### src/dlr_pkg.sv
package dlr_pkg;
    // ------------------------------------------------------------
    // register offsets
    // ------------------------------------------------------------
    localparam logic [3:0] ADDR_PHY_REVISION   = 4'h0;
    localparam logic [3:0] ADDR_PHY_ERROR_SIG  = 4'h1;
    localparam logic [3:0] ADDR_PHY_CTRL_PRI   = 4'h2;
    localparam logic [3:0] ADDR_PHY_CTRL_SEC   = 4'h3;
    localparam logic [3:0] ADDR_KEY_FLAGS      = 4'h7;
    localparam logic [3:0] ADDR_SYS_RESET_REQ  = 4'h8;
    localparam logic [3:0] ADDR_LINK_CLK_CTRL  = 4'h9;
    localparam logic [3:0] ADDR_SYS_ACCESS     = 4'ha;
    localparam logic [3:0] ADDR_SYS_STATE      = 4'hb;
    localparam logic [3:0] ADDR_MEM_SCAN       = 4'hc;
    // ------------------------------------------------------------
    // field positions
    // ------------------------------------------------------------
    localparam int POS_INTER_BYTE_DELAY = 7;
    localparam int POS_PARITY_IGNORE    = 5;
    localparam int POS_TIMEOUT_OFF      = 4;
    localparam int POS_RESP_SIG_OFF     = 3;
    localparam int POS_NEG_ACK_OFF      = 4;
    localparam int POS_CONTENTION_OFF   = 3;
    localparam int POS_IFACE_DISABLE    = 2;
    localparam int POS_USER_ROW_KEY     = 5;
    localparam int POS_MEM_PROG_KEY     = 4;
    localparam int POS_ERASE_KEY        = 3;
    localparam int POS_SYS_RESET_ACTIVE = 5;
    localparam int POS_IN_SLEEP         = 4;
    localparam int POS_PROG_READY       = 3;
    localparam int POS_ROW_READY        = 2;
    localparam int POS_LOCKED           = 0;
    localparam int POS_ROW_FINAL        = 1;
    localparam int POS_CLK_REQUEST      = 0;
    // ------------------------------------------------------------
    // codes and reset values
    // ------------------------------------------------------------
    localparam logic [3:0] INTERFACE_REVISION = 4'h3; // arbitrary revision code
    localparam logic [7:0] RESET_REQUEST_CODE = 8'h59;
    localparam logic [7:0] CTRL_RESET         = 8'h00;
    localparam logic [1:0] LINK_CLK_DEFAULT   = 2'h3;
    localparam logic [1:0] LINK_CLK_16MHZ     = 2'h1;
    localparam logic [1:0] LINK_CLK_8MHZ      = 2'h2;
    localparam logic [1:0] LINK_CLK_RESERVED  = 2'h0;
    localparam logic [2:0] ERR_NONE           = 3'h0;
    localparam logic [2:0] ERR_PARITY         = 3'h1;
    localparam logic [2:0] ERR_FRAME          = 3'h2;
    localparam logic [2:0] ERR_TIMEOUT        = 3'h3;
    localparam logic [2:0] ERR_CLOCK_RECOVERY = 3'h4;
    localparam logic [2:0] ERR_CONTENTION     = 3'h7;
    localparam logic [2:0] GUARD_OFF          = 3'h7;
    localparam logic [7:0] GUARD_MAX_CYCLES   = 8'h80;
    localparam int         TIMEOUT_CYCLES     = 65536;
    localparam int         IDLE_CHARS_BETWEEN = 2;
    localparam logic [2:0] SCAN_OFF           = 3'h0;
    localparam logic [2:0] SCAN_BUSY          = 3'h1;
    localparam logic [2:0] SCAN_GOOD          = 3'h2;
    localparam logic [2:0] SCAN_FAIL          = 3'h4;
endpackage

### src/dlr_regs.sv
`timescale 1ns/100ps
`default_nettype none
module dlr_regs (
    input  wire logic       clk,
    input  wire logic       nrst,
    input  wire logic       acc_wr,
    input  wire logic       acc_rd,
    input  wire logic [3:0] acc_addr,
    input  wire logic [7:0] acc_wdata,
    output logic      [7:0] acc_rdata,
    input  wire logic       link_enable,
    input  wire logic       err_valid,
    input  wire logic [2:0] err_code,
    input  wire logic       acc_request,
    input  wire logic       acc_response,
    input  wire logic       key_row_set,
    input  wire logic       key_prog_set,
    input  wire logic       key_erase_set,
    input  wire logic       prog_done,
    input  wire logic       erase_done,
    input  wire logic       sys_in_reset,
    input  wire logic       sys_in_sleep,
    input  wire logic       sys_prog_ready,
    input  wire logic       sys_row_ready,
    input  wire logic       sys_locked,
    input  wire logic [2:0] scan_state,
    output logic            parity_ignore,
    output logic            response_signature_off,
    output logic            negative_ack_off,
    output logic            contention_detect_off,
    output logic            inter_byte_delay_en,
    output logic      [7:0] guard_cycles,
    output logic      [1:0] link_clock_select,
    output logic            system_clock_request,
    output logic            sys_bus_enable,
    output logic            sys_reset_req,
    output logic            row_write_final,
    output logic            link_reset,
    output logic            timeout_error
);
    // ------------------------------------------------------------
    // state
    // ------------------------------------------------------------
    logic [2:0]  err_q;
    logic [7:0]  ctrl_pri_q;
    logic [4:2]  ctrl_sec_q;
    logic [5:3]  key_q;
    logic        rst_req_q;
    logic [1:0]  clk_sel_q;
    logic        clk_req_q;
    logic        row_final_q;
    logic        rst_seen_q;
    logic        en_q;
    logic [16:0] tmo_q;
    logic        tmo_flag_q;
    logic        link_rst_q;
    logic        wr_dis;
    logic        rd_err;
    logic        rd_state;
    logic        tmo_hit;

    assign wr_dis   = acc_wr && acc_addr == dlr_pkg::ADDR_PHY_CTRL_SEC
                      && acc_wdata[dlr_pkg::POS_IFACE_DISABLE];
    assign rd_err   = acc_rd && acc_addr == dlr_pkg::ADDR_PHY_ERROR_SIG;
    assign rd_state = acc_rd && acc_addr == dlr_pkg::ADDR_SYS_STATE;
    assign tmo_hit  = tmo_q == 17'(dlr_pkg::TIMEOUT_CYCLES - 1) && acc_request;

    // ------------------------------------------------------------
    // enable tracking and link reset
    // ------------------------------------------------------------
    // link reset pulses on disable; system reset never reaches here
    // en_q follows the link only, so a disable keeps clock request down
    always_ff @(posedge clk or negedge nrst) begin
        if (!nrst) begin
            en_q       <= 1'b0;
            link_rst_q <= 1'b0;
        end else begin
            en_q       <= link_enable;
            link_rst_q <= wr_dis;
        end
    end

    // ------------------------------------------------------------
    // error signature
    // ------------------------------------------------------------
    // newest error wins, also over a read in the same cycle
    always_ff @(posedge clk or negedge nrst) begin
        if (!nrst) begin
            err_q <= dlr_pkg::ERR_NONE;
        end else if (wr_dis) begin
            err_q <= dlr_pkg::ERR_NONE;
        end else if (tmo_hit) begin
            err_q <= dlr_pkg::ERR_TIMEOUT;
        end else if (err_valid) begin
            err_q <= err_code;
        end else if (rd_err) begin
            err_q <= dlr_pkg::ERR_NONE;
        end
    end

    // ------------------------------------------------------------
    // access layer time-out counter
    // ------------------------------------------------------------
    always_ff @(posedge clk or negedge nrst) begin
        if (!nrst) begin
            tmo_q      <= '0;
            tmo_flag_q <= 1'b0;
        end else begin
            tmo_flag_q <= tmo_hit && !ctrl_pri_q[dlr_pkg::POS_TIMEOUT_OFF];
            if (!acc_request || acc_response || tmo_hit ||
                ctrl_pri_q[dlr_pkg::POS_TIMEOUT_OFF]) begin
                tmo_q <= '0;
            end else begin
                tmo_q <= tmo_q + 17'h00001;
            end
        end
    end

    // ------------------------------------------------------------
    // physical configuration
    // ------------------------------------------------------------
    always_ff @(posedge clk or negedge nrst) begin
        if (!nrst) begin
            ctrl_pri_q <= dlr_pkg::CTRL_RESET;
            ctrl_sec_q <= '0;
        end else if (wr_dis) begin
            ctrl_pri_q <= dlr_pkg::CTRL_RESET;
            ctrl_sec_q <= '0;
        end else if (acc_wr && acc_addr == dlr_pkg::ADDR_PHY_CTRL_PRI) begin
            ctrl_pri_q <= acc_wdata & 8'hbf;
        end else if (acc_wr && acc_addr == dlr_pkg::ADDR_PHY_CTRL_SEC) begin
            ctrl_sec_q <= {acc_wdata[4:3], 1'b0};
        end
    end

    // ------------------------------------------------------------
    // key flags
    // ------------------------------------------------------------
    // done clears the prog and erase keys, a key flags write the row key; a new set in the same cycle still wins
    always_ff @(posedge clk or negedge nrst) begin
        if (!nrst) begin
            key_q <= '0;
        end else if (wr_dis) begin
            key_q <= '0;
        end else begin
            if (key_row_set) begin
                key_q[dlr_pkg::POS_USER_ROW_KEY] <= 1'b1;
            end else if (acc_wr && acc_addr == dlr_pkg::ADDR_KEY_FLAGS
                         && acc_wdata[dlr_pkg::POS_USER_ROW_KEY]) begin
                key_q[dlr_pkg::POS_USER_ROW_KEY] <= 1'b0;
            end
            if (key_prog_set) begin
                key_q[dlr_pkg::POS_MEM_PROG_KEY] <= 1'b1;
            end else if (prog_done) begin
                key_q[dlr_pkg::POS_MEM_PROG_KEY] <= 1'b0;
            end
            if (key_erase_set) begin
                key_q[dlr_pkg::POS_ERASE_KEY] <= 1'b1;
            end else if (erase_done) begin
                key_q[dlr_pkg::POS_ERASE_KEY] <= 1'b0;
            end
        end
    end

    // ------------------------------------------------------------
    // access layer control
    // ------------------------------------------------------------
    always_ff @(posedge clk or negedge nrst) begin
        if (!nrst) begin
            rst_req_q   <= 1'b0;
            clk_sel_q   <= dlr_pkg::LINK_CLK_DEFAULT;
            clk_req_q   <= 1'b0;
            row_final_q <= 1'b0;
        end else if (wr_dis || !link_enable) begin
            rst_req_q   <= 1'b0;
            clk_sel_q   <= dlr_pkg::LINK_CLK_DEFAULT;
            clk_req_q   <= 1'b0;
            row_final_q <= 1'b0;
        end else begin
            if (!en_q) begin
                clk_req_q <= 1'b1;
            end
            if (acc_wr && acc_addr == dlr_pkg::ADDR_SYS_RESET_REQ) begin
                rst_req_q <= acc_wdata == dlr_pkg::RESET_REQUEST_CODE;
            end
            if (acc_wr && acc_addr == dlr_pkg::ADDR_LINK_CLK_CTRL
                && acc_wdata[1:0] != dlr_pkg::LINK_CLK_RESERVED) begin
                clk_sel_q <= acc_wdata[1:0];
            end
            if (acc_wr && acc_addr == dlr_pkg::ADDR_SYS_ACCESS) begin
                if (en_q) begin
                    clk_req_q <= acc_wdata[dlr_pkg::POS_CLK_REQUEST];
                end
                row_final_q <= acc_wdata[dlr_pkg::POS_ROW_FINAL]
                               && key_q[dlr_pkg::POS_USER_ROW_KEY];
            end else begin
                row_final_q <= 1'b0;
            end
        end
    end

    // ------------------------------------------------------------
    // sticky system reset seen
    // ------------------------------------------------------------
    always_ff @(posedge clk or negedge nrst) begin
        if (!nrst) begin
            rst_seen_q <= 1'b0;
        end else if (sys_in_reset || rst_req_q) begin
            rst_seen_q <= 1'b1;
        end else if (rd_state) begin
            rst_seen_q <= 1'b0;
        end
    end

    // ------------------------------------------------------------
    // read mux, only via the link access port
    // ------------------------------------------------------------
    always_ff @(posedge clk or negedge nrst) begin
        if (!nrst) begin
            acc_rdata <= 8'h00;
        end else if (acc_rd) begin
            case (acc_addr)
                dlr_pkg::ADDR_PHY_REVISION:  acc_rdata <= {dlr_pkg::INTERFACE_REVISION, 4'h0};
                dlr_pkg::ADDR_PHY_ERROR_SIG: acc_rdata <= {5'h00, err_q};
                dlr_pkg::ADDR_PHY_CTRL_PRI:  acc_rdata <= ctrl_pri_q;
                dlr_pkg::ADDR_PHY_CTRL_SEC:  acc_rdata <= {3'h0, ctrl_sec_q, 2'h0};
                dlr_pkg::ADDR_KEY_FLAGS:     acc_rdata <= {2'h0, key_q, 3'h0};
                dlr_pkg::ADDR_SYS_RESET_REQ: acc_rdata <= {7'h00, rst_req_q};
                dlr_pkg::ADDR_LINK_CLK_CTRL: acc_rdata <= {6'h00, clk_sel_q};
                dlr_pkg::ADDR_SYS_ACCESS:    acc_rdata <= {7'h00, clk_req_q};
                dlr_pkg::ADDR_SYS_STATE:     acc_rdata <= {2'h0, rst_seen_q || sys_in_reset,
                                                 sys_in_sleep, sys_prog_ready,
                                                 sys_row_ready, 1'b0, sys_locked};
                dlr_pkg::ADDR_MEM_SCAN:      acc_rdata <= {5'h00, scan_state};
                default:                     acc_rdata <= 8'h00;
            endcase
        end
    end

    // ------------------------------------------------------------
    // registered outputs
    // ------------------------------------------------------------
    always_ff @(posedge clk or negedge nrst) begin
        if (!nrst) begin
            parity_ignore          <= 1'b0;
            response_signature_off <= 1'b0;
            negative_ack_off       <= 1'b0;
            contention_detect_off  <= 1'b0;
            inter_byte_delay_en    <= 1'b0;
            guard_cycles           <= dlr_pkg::GUARD_MAX_CYCLES;
            link_clock_select      <= dlr_pkg::LINK_CLK_DEFAULT;
            system_clock_request   <= 1'b0;
            sys_bus_enable         <= 1'b0;
            sys_reset_req          <= 1'b0;
            row_write_final        <= 1'b0;
            link_reset             <= 1'b0;
            timeout_error          <= 1'b0;
        end else begin
            parity_ignore          <= ctrl_pri_q[dlr_pkg::POS_PARITY_IGNORE];
            response_signature_off <= ctrl_pri_q[dlr_pkg::POS_RESP_SIG_OFF];
            negative_ack_off       <= ctrl_sec_q[dlr_pkg::POS_NEG_ACK_OFF];
            contention_detect_off  <= ctrl_sec_q[dlr_pkg::POS_CONTENTION_OFF];
            inter_byte_delay_en    <= ctrl_pri_q[dlr_pkg::POS_INTER_BYTE_DELAY];
            if (ctrl_pri_q[2:0] == dlr_pkg::GUARD_OFF) begin
                guard_cycles <= 8'h00;
            end else begin
                guard_cycles <= dlr_pkg::GUARD_MAX_CYCLES >> ctrl_pri_q[2:0];
            end
            link_clock_select      <= clk_sel_q;
            system_clock_request   <= clk_req_q;
            sys_bus_enable         <= clk_req_q || !sys_in_sleep;
            sys_reset_req          <= rst_req_q;
            row_write_final        <= row_final_q;
            link_reset             <= link_rst_q;
            timeout_error          <= tmo_flag_q;
        end
    end
endmodule
`default_nettype wire
### config.mk
export PLATFORM = sky130hd
export DESIGN_NAME = dlr_regs
export DESIGN_NICKNAME = d
export VERILOG_FILES = /design/src/dlr_pkg.sv /design/src/dlr_regs.sv
export SDC_FILE = /design/constraint.sdc
export NUM_CORES = 1
export LEC_CHECK = 0
export CORE_MARGIN = 2
export CORE_UTILIZATION = 55
export DETAILED_ROUTE_END_ITERATION = 6
export DONT_BUFFER_PORTS = 1
export PLACE_DENSITY = 0.7
export REMOVE_ABC_BUFFERS = 1
export SKIP_CTS_REPAIR_TIMING = 1
export SYNTH_ARGS = -nofsm -noshare
export SYNTH_HDL_FRONTEND = slang
export SYNTH_SLANG_ARGS = --single-unit
### constraint.sdc
create_clock -name clk -period 3.25 [get_ports clk]
set_clock_uncertainty 0.1 [all_clocks]
set_input_delay 0.65 -clock clk [delete_from_list [all_inputs] [get_ports clk]]
set_output_delay 0.65 -clock clk [all_outputs]
set_load 0.1 [all_outputs]
==> reports/metrics.cfg, run 1 <==
[global_routing]
grt.total_usage=0.230
grt_pass1_vias=2182
grt-ovfl-total=0
antenna_found_initial=1
grt_max_degree=69
grt_pass1_wl_um=10700

[pwr]
p_switching_w=0.000662
clkPwrFrac=0.339
vdd_drop_max_v=0.000441
pwr-share-comb=0.062
swShare=0.327
power_frac_seq=0.600
power.density_nw_per_um2=619
p_leak_nw=1.41
cell_internal_pwr_w=0.00136

[critical_path]
cp.arrival_ns=2.76
crit_type=flop to flop
start_kind=flop
endpoint_kind=flop
path_max_fanout=17
crit_required_ns=3.40

[synthesis]
synth_cell_types=55
yosysWarningCount=0
syn_inst=289
synth_async_sr_flop_share=1.00
synth_simple_gate_area_frac=0.223
synthAdderAreaFrac=0.00828
synth_compound_area_frac=0.0985
syn_area_um2=3020
seq_area_frac_synth=0.565
synth_xor_area_frac=0.0377
synthFlopType=dfrtp_1
synth_top_family_by_area=simple AND/OR/NAND/NOR gates
synth_edf_count=0
avgSynthCellArea_um2=10.5
synthMuxAreaShare=0.0207
ys_ff_latch=68

[die]
num_io_pins=65
dieHeight_um=78.1
die_w_um=78.1
initial_core_util=0.581
core_um2=5200
num_rows=26
dieArea_um2=6110

[placed_design]
placed_cell_area_um2=3040
gp_congestion=0.865
hpwlAfterDp_um=4460
io_buffers=0

[cells_and_area]
fin_nets=325
fin_area_um2=3260
area_growth_pct=7.99
drive_gt1_frac=0.0959

[sta]
slew_headroom=0.390
fin_crit_sh=0.802
period_needed_ns=2.61
final-max-slew-violation-count=0
tns_ns=0
rsz0062_at_grt=false
worst_pin_slew_ns=0.915
max_clock_freq_mhz=384
finalSetupViolCount=0
finalHoldViolations=0

[route]
routed_wl_um=6520
detail-route-antenna-nets=0
dr.first_iter.drc_count=79
first_pass_iters=4
vias=2141
routedWlPerCell_um=18.0
via_per_inst=5.90
drc=0

[clock_network]
cts_inserted_buffers=9
insertion_delay_ns=0.34
cts_tree=yes
clk_pin_slew_ns=0.07
htree_levels=3
cts_sinks=68
cts_buffer_depth=2
clockRootBuffer=clkbuf_8

[hold_path]
hp-class=primary input to async pin

[run]
maxCapViolCount=0

[outcome]
status=finished clean

-- flip-flops by register name, indices dropped and copies added, names as in the netlist, 2 cells and up --
| signal | count |
|---|---|
| acc_rdata | 7 |
| guard_cycles | 7 |
| tmo_q | 17 |
| err_q | 3 |
| key_q | 3 |
| ctrl_sec_q | 2 |
| link_clock_select | 2 |
| ctrl_pri_q | 7 |
| clk_sel_q | 2 |
-- synthesized netlist by cell type (all sizes together), types with 4 or more instances --
cell type,instances,area [µm²]
dfrtp,63,1580
xnor2,9,78.8
and3b,4,35.0
nor3,6,30.0
dfstp,5,131
nor3b,4,30.0
nor2,27,101
xor2,4,35.0
nor4,4,31.3
and3,6,37.5
nand3,16,80.1
mux2i,4,40.0
inv,15,61.3
nand2b,4,32.5
nand4,6,37.5
o21ai,13,65.1
a31oi,5,31.3
buf,12,66.3
a21oi,11,58.8
nand2,27,104
-- final cells by class --
type                       count  area [µm²]
timing repair buffer           1        27.5
fill                         438        1940
antenna                        1        2.50
sequential                    68        1710
multi-input combinational    192        1180
tap                           70        87.6
clock inverter                 2        35.0
clock buffer                  14         163
inverter                      15        61.3
-- stage by stage --
stage           util  total power [W]  setup WS (ns)  hold slack (ns)  instances
3_5_place_dp   0.583          0.00134          0.647            0.240        345
3_3_place_gp   0.583          0.00133          0.713            0.235        345
2_1_floorplan      -          0.00130          0.893            0.231        275
6_report       0.627          0.00202          0.645           0.0484        363
4_1_cts        0.621          0.00203          0.636           -0.113        361
5_1_grt        0.627          0.00211          0.467           0.0223        363
-- kinds of logic after synthesis --
kind of cell,after synthesis
adders and majority gates,2
muxes,6
AOI/OAI and AO/OA,46
xor gates and xnor gates,13
DFF,68
and+or+nand+nor,123
buffers and inverters,30
other,1
-- path summary, 6_finish.rpt --
path | slack [ns] | endpoint | depth (start not counted) | startpoint
worst max register to register | 0.64 | tmo_q[7] | 7 | tmo_q[0]
max in group asynchronous | 2.71 | acc_rdata[4] | 1 | nrst
worst min register to register | 0.24 | timeout_error | 0 | tmo_flag_q
worst min-delay path | 0.05 | guard_cycles[7] | 0 | nrst
worst max-delay path | 0.64 | tmo_q[7] | 7 | tmo_q[0]
min in group clk | 0.24 | timeout_error | 0 | tmo_flag_q
-- cells in the final DEF (no fill, tap or decap), types with 7 or more instances in the layout --
| cell | n |
|---|---|
| o21ai_1 | 7 |
| nand3_1 | 16 |
| a21oi_1 | 10 |
| dfrtp_1 | 63 |
| clkbuf_8 | 11 |
| nor2_1 | 27 |
| xnor2_1 | 9 |
| inv_1 | 14 |
| nand2_1 | 26 |
-- critical path, cell delays in order, from the launching register on --
cell and delay (ns):
dfrtp_1 0.42, ha_1 0.27, nand4_1 0.20, nor4_2 0.09
and3_1 0.19, ha_1 0.21, or4b_1 0.82, a21oi_1 0.23
-- power by group through the flow --
stage,clock (W),combinational [W],sequential (W)
detailed placement,0,0.000107,0.00123
global route,0.000743,0.000142,0.00122
CTS,0.000704,0.000108,0.00121
global placement,0,0.000105,0.00123
finish,0.000685,0.000125,0.00121
floorplan,0,0.0000919,0.00121
-- per-layer routing --
metal	wire length [µm]	GRT usage
met5	0	0
met4	91	0.0614
met3	550	0.0966
met2	3120	0.362
met1	2760	0.294
Note: power is estimated with default switching activity, not from simulation.
==> inputs of run 2 (changes only) <==
==> constraint.sdc (replaced) <==
create_clock -name clk -period 2.7 [get_ports clk]
set_clock_uncertainty 0.1 [all_clocks]
set_input_delay 0.54 -clock clk [delete_from_list [all_inputs] [get_ports clk]]
set_output_delay 0.54 -clock clk [all_outputs]
set_load 0.1 [all_outputs]
==> run 2 against run 1 <==
First-iteration DRC count increased by 53%. Wire length increased by 1.0%. Largest power group unchanged. Count of clock-buffer cells in the layout decreased by 4. Design area increased by 1.1%. Maximum frequency increased by 8.3%. Critical endpoint unchanged. Cell count increased by 1.1%. Via count decreased by 0.98%. Sequential share of layout area decreased by 0.58 points. Critical path type unchanged. Critical path depth increased by 1. Total power increased by 21%. Global-route usage about the same. Die area unchanged.
==> reports/metrics.cfg, run 2 (synthesis results as in run 1) <==
[sta]
worst_slack_ns=0.294  ; -0.350 ns
worst_pin_slew_ns=0.911  ; -0.00383 ns
tns_ns=0  ; unchanged
finalSetupViolCount=0  ; unchanged
max_clock_freq_mhz=416  ; +8.3%
final-max-slew-violation-count=0  ; unchanged
slew_headroom=0.392  ; +0.00255
rsz0062_at_grt=false
finalHoldViolations=0  ; unchanged
fin_crit_sh=0.891  ; +0.0893
period_needed_ns=2.41  ; -0.200 ns

[route]
first_pass_iters=4  ; unchanged
drc=0  ; unchanged
detail-route-antenna-nets=0  ; unchanged
via_per_inst=5.78  ; -2.1%
vias=2120  ; -0.98%
dr.first_iter.drc_count=121  ; +53%
routed_wl_um=6590  ; +1.0%
routedWlPerCell_um=17.9  ; about the same

[clock_network]
cts_tree=yes
clockRootBuffer=clkbuf_8
clk_pin_slew_ns=0.07  ; about the same
htree_levels=3  ; unchanged
insertion_delay_ns=0.34  ; about the same
cts_inserted_buffers=9  ; unchanged
cts_sinks=68  ; unchanged
cts_buffer_depth=2  ; unchanged

[global_routing]
grt_max_degree=69  ; unchanged
grt_pass1_wl_um=10700  ; -0.64%
grt_pass1_vias=2202  ; +0.92%
antenna_found_initial=1  ; unchanged
grt-ovfl-total=0  ; unchanged
grt.total_usage=0.230  ; about the same

[cells_and_area]
fillers=446  ; +1.8%
drive_gt1_frac=0.115  ; +0.0190
area_growth_pct=9.19
final_util=0.634  ; +0.00697
mostFrequentLayoutCells=63 x dfrtp_1, 27 x nor2_1, 26 x nand2_1
max_flop_register=tmo_q
largest_reg_flops=17  ; unchanged
layout_commonest_cell=dfrtp_1
fin_nets=329  ; +1.2%

[placed_design]
io_buffers=0  ; unchanged
gp_congestion=0.845  ; -2.2%
hpwlAfterDp_um=4550  ; +2.1%
pre_cts_ws_ns=0.306  ; -0.341 ns

[critical_path]
cp.arrival_ns=2.57  ; -0.19 ns
path_max_fanout=11  ; -6
crit_required_ns=2.86  ; -0.54 ns
reg2regPathDepth=8  ; +1
crit_type=flop to flop
endpoint_kind=flop
start_kind=flop

[outcome]
status=finished clean

[hold_path]
hold_depth=0
hp-class=primary input to flop

[pwr]
vdd_drop_max_v=0.000417  ; -5.6%
power.density_nw_per_um2=744  ; +20%
p_leak_nw=1.43  ; +1.1%

[die]
die_w_um=78.1  ; unchanged
dieArea_um2=6110  ; unchanged
core_um2=5200  ; unchanged
num_io_pins=65  ; unchanged
initial_core_util=0.581  ; unchanged
num_rows=26  ; unchanged
dieHeight_um=78.1  ; unchanged

[run]
maxCapViolCount=0  ; unchanged

## run 2: cell count changes in the layout (fill, tap and decap cells not counted), sizes merged
cell / previous run / this run
dlygate4sd3: 0 / 1
clkbuf: 14 / 10
clkinv: 1 / 3
buf: 1 / 4
clkinvlp: 0 / 2
## run 2: path summary, 6_finish.rpt
path,to,slack [ns],from
worst max-delay path,tmo_q[7],0.29,tmo_q[0]
worst min-delay path,en_q,0.13,link_enable
worst max register to register,tmo_q[7],0.29,tmo_q[0]
worst min register to register,row_write_final,0.25,row_final_q
max in group asynchronous,link_clock_select[1],1.54,nrst
min in group asynchronous,guard_cycles[4],0.63,nrst
## run 2: cell type report
type,count,area (µm²),area share
Sequential cell,68,1710,0.517
Multi-Input combinational cell,192,1180,0.357
Clock buffer,10,138,0.0417
Tap cell,70,87.6,0.0265
Clock inverter,6,63.8,0.0193
Inverter,15,61.3,0.0186
Timing Repair Buffer,5,60.1,0.0182
Antenna cell,1,2.50,0.000758
## run 2: where the power goes
| group | internal, W | total (W) | switching, W |
|---|---|---|---|
| combinational | 0.0000697 | 0.000171 | 0.000101 |
| sequential | 0.00110 | 0.00145 | 0.000351 |
| clock | 0.000449 | 0.000837 | 0.000387 |
## run 2: per-layer routing
layer  GRT usage  share of wire
met4      0.0737          0.015
met5           0              0
met2       0.366           0.47
met1       0.288           0.43
met3      0.0908          0.084
## run 2: critical path, stage by stage, from the launching register on
cell and delay (ns):
dfrtp_1 0.42, ha_1 0.27, nand4_1 0.20, nor4_2 0.09, and3_1 0.19, ha_1 0.21, or4b_1 0.54, buf_4 0.19
a21oi_1 0.13
## run 2: through the flow
stage	cell area, µm²	cells	total power [W]	hold slack, ns
after floorplan	2950	275	0.00157	0.144
after global placement	3060	348	0.00161	0.147
after detailed placement	3060	348	0.00161	0.146
after CTS	3260	364	0.00245	-0.226
after global routing	3300	367	0.00255	0.111
final	3300	367	0.00245	0.126
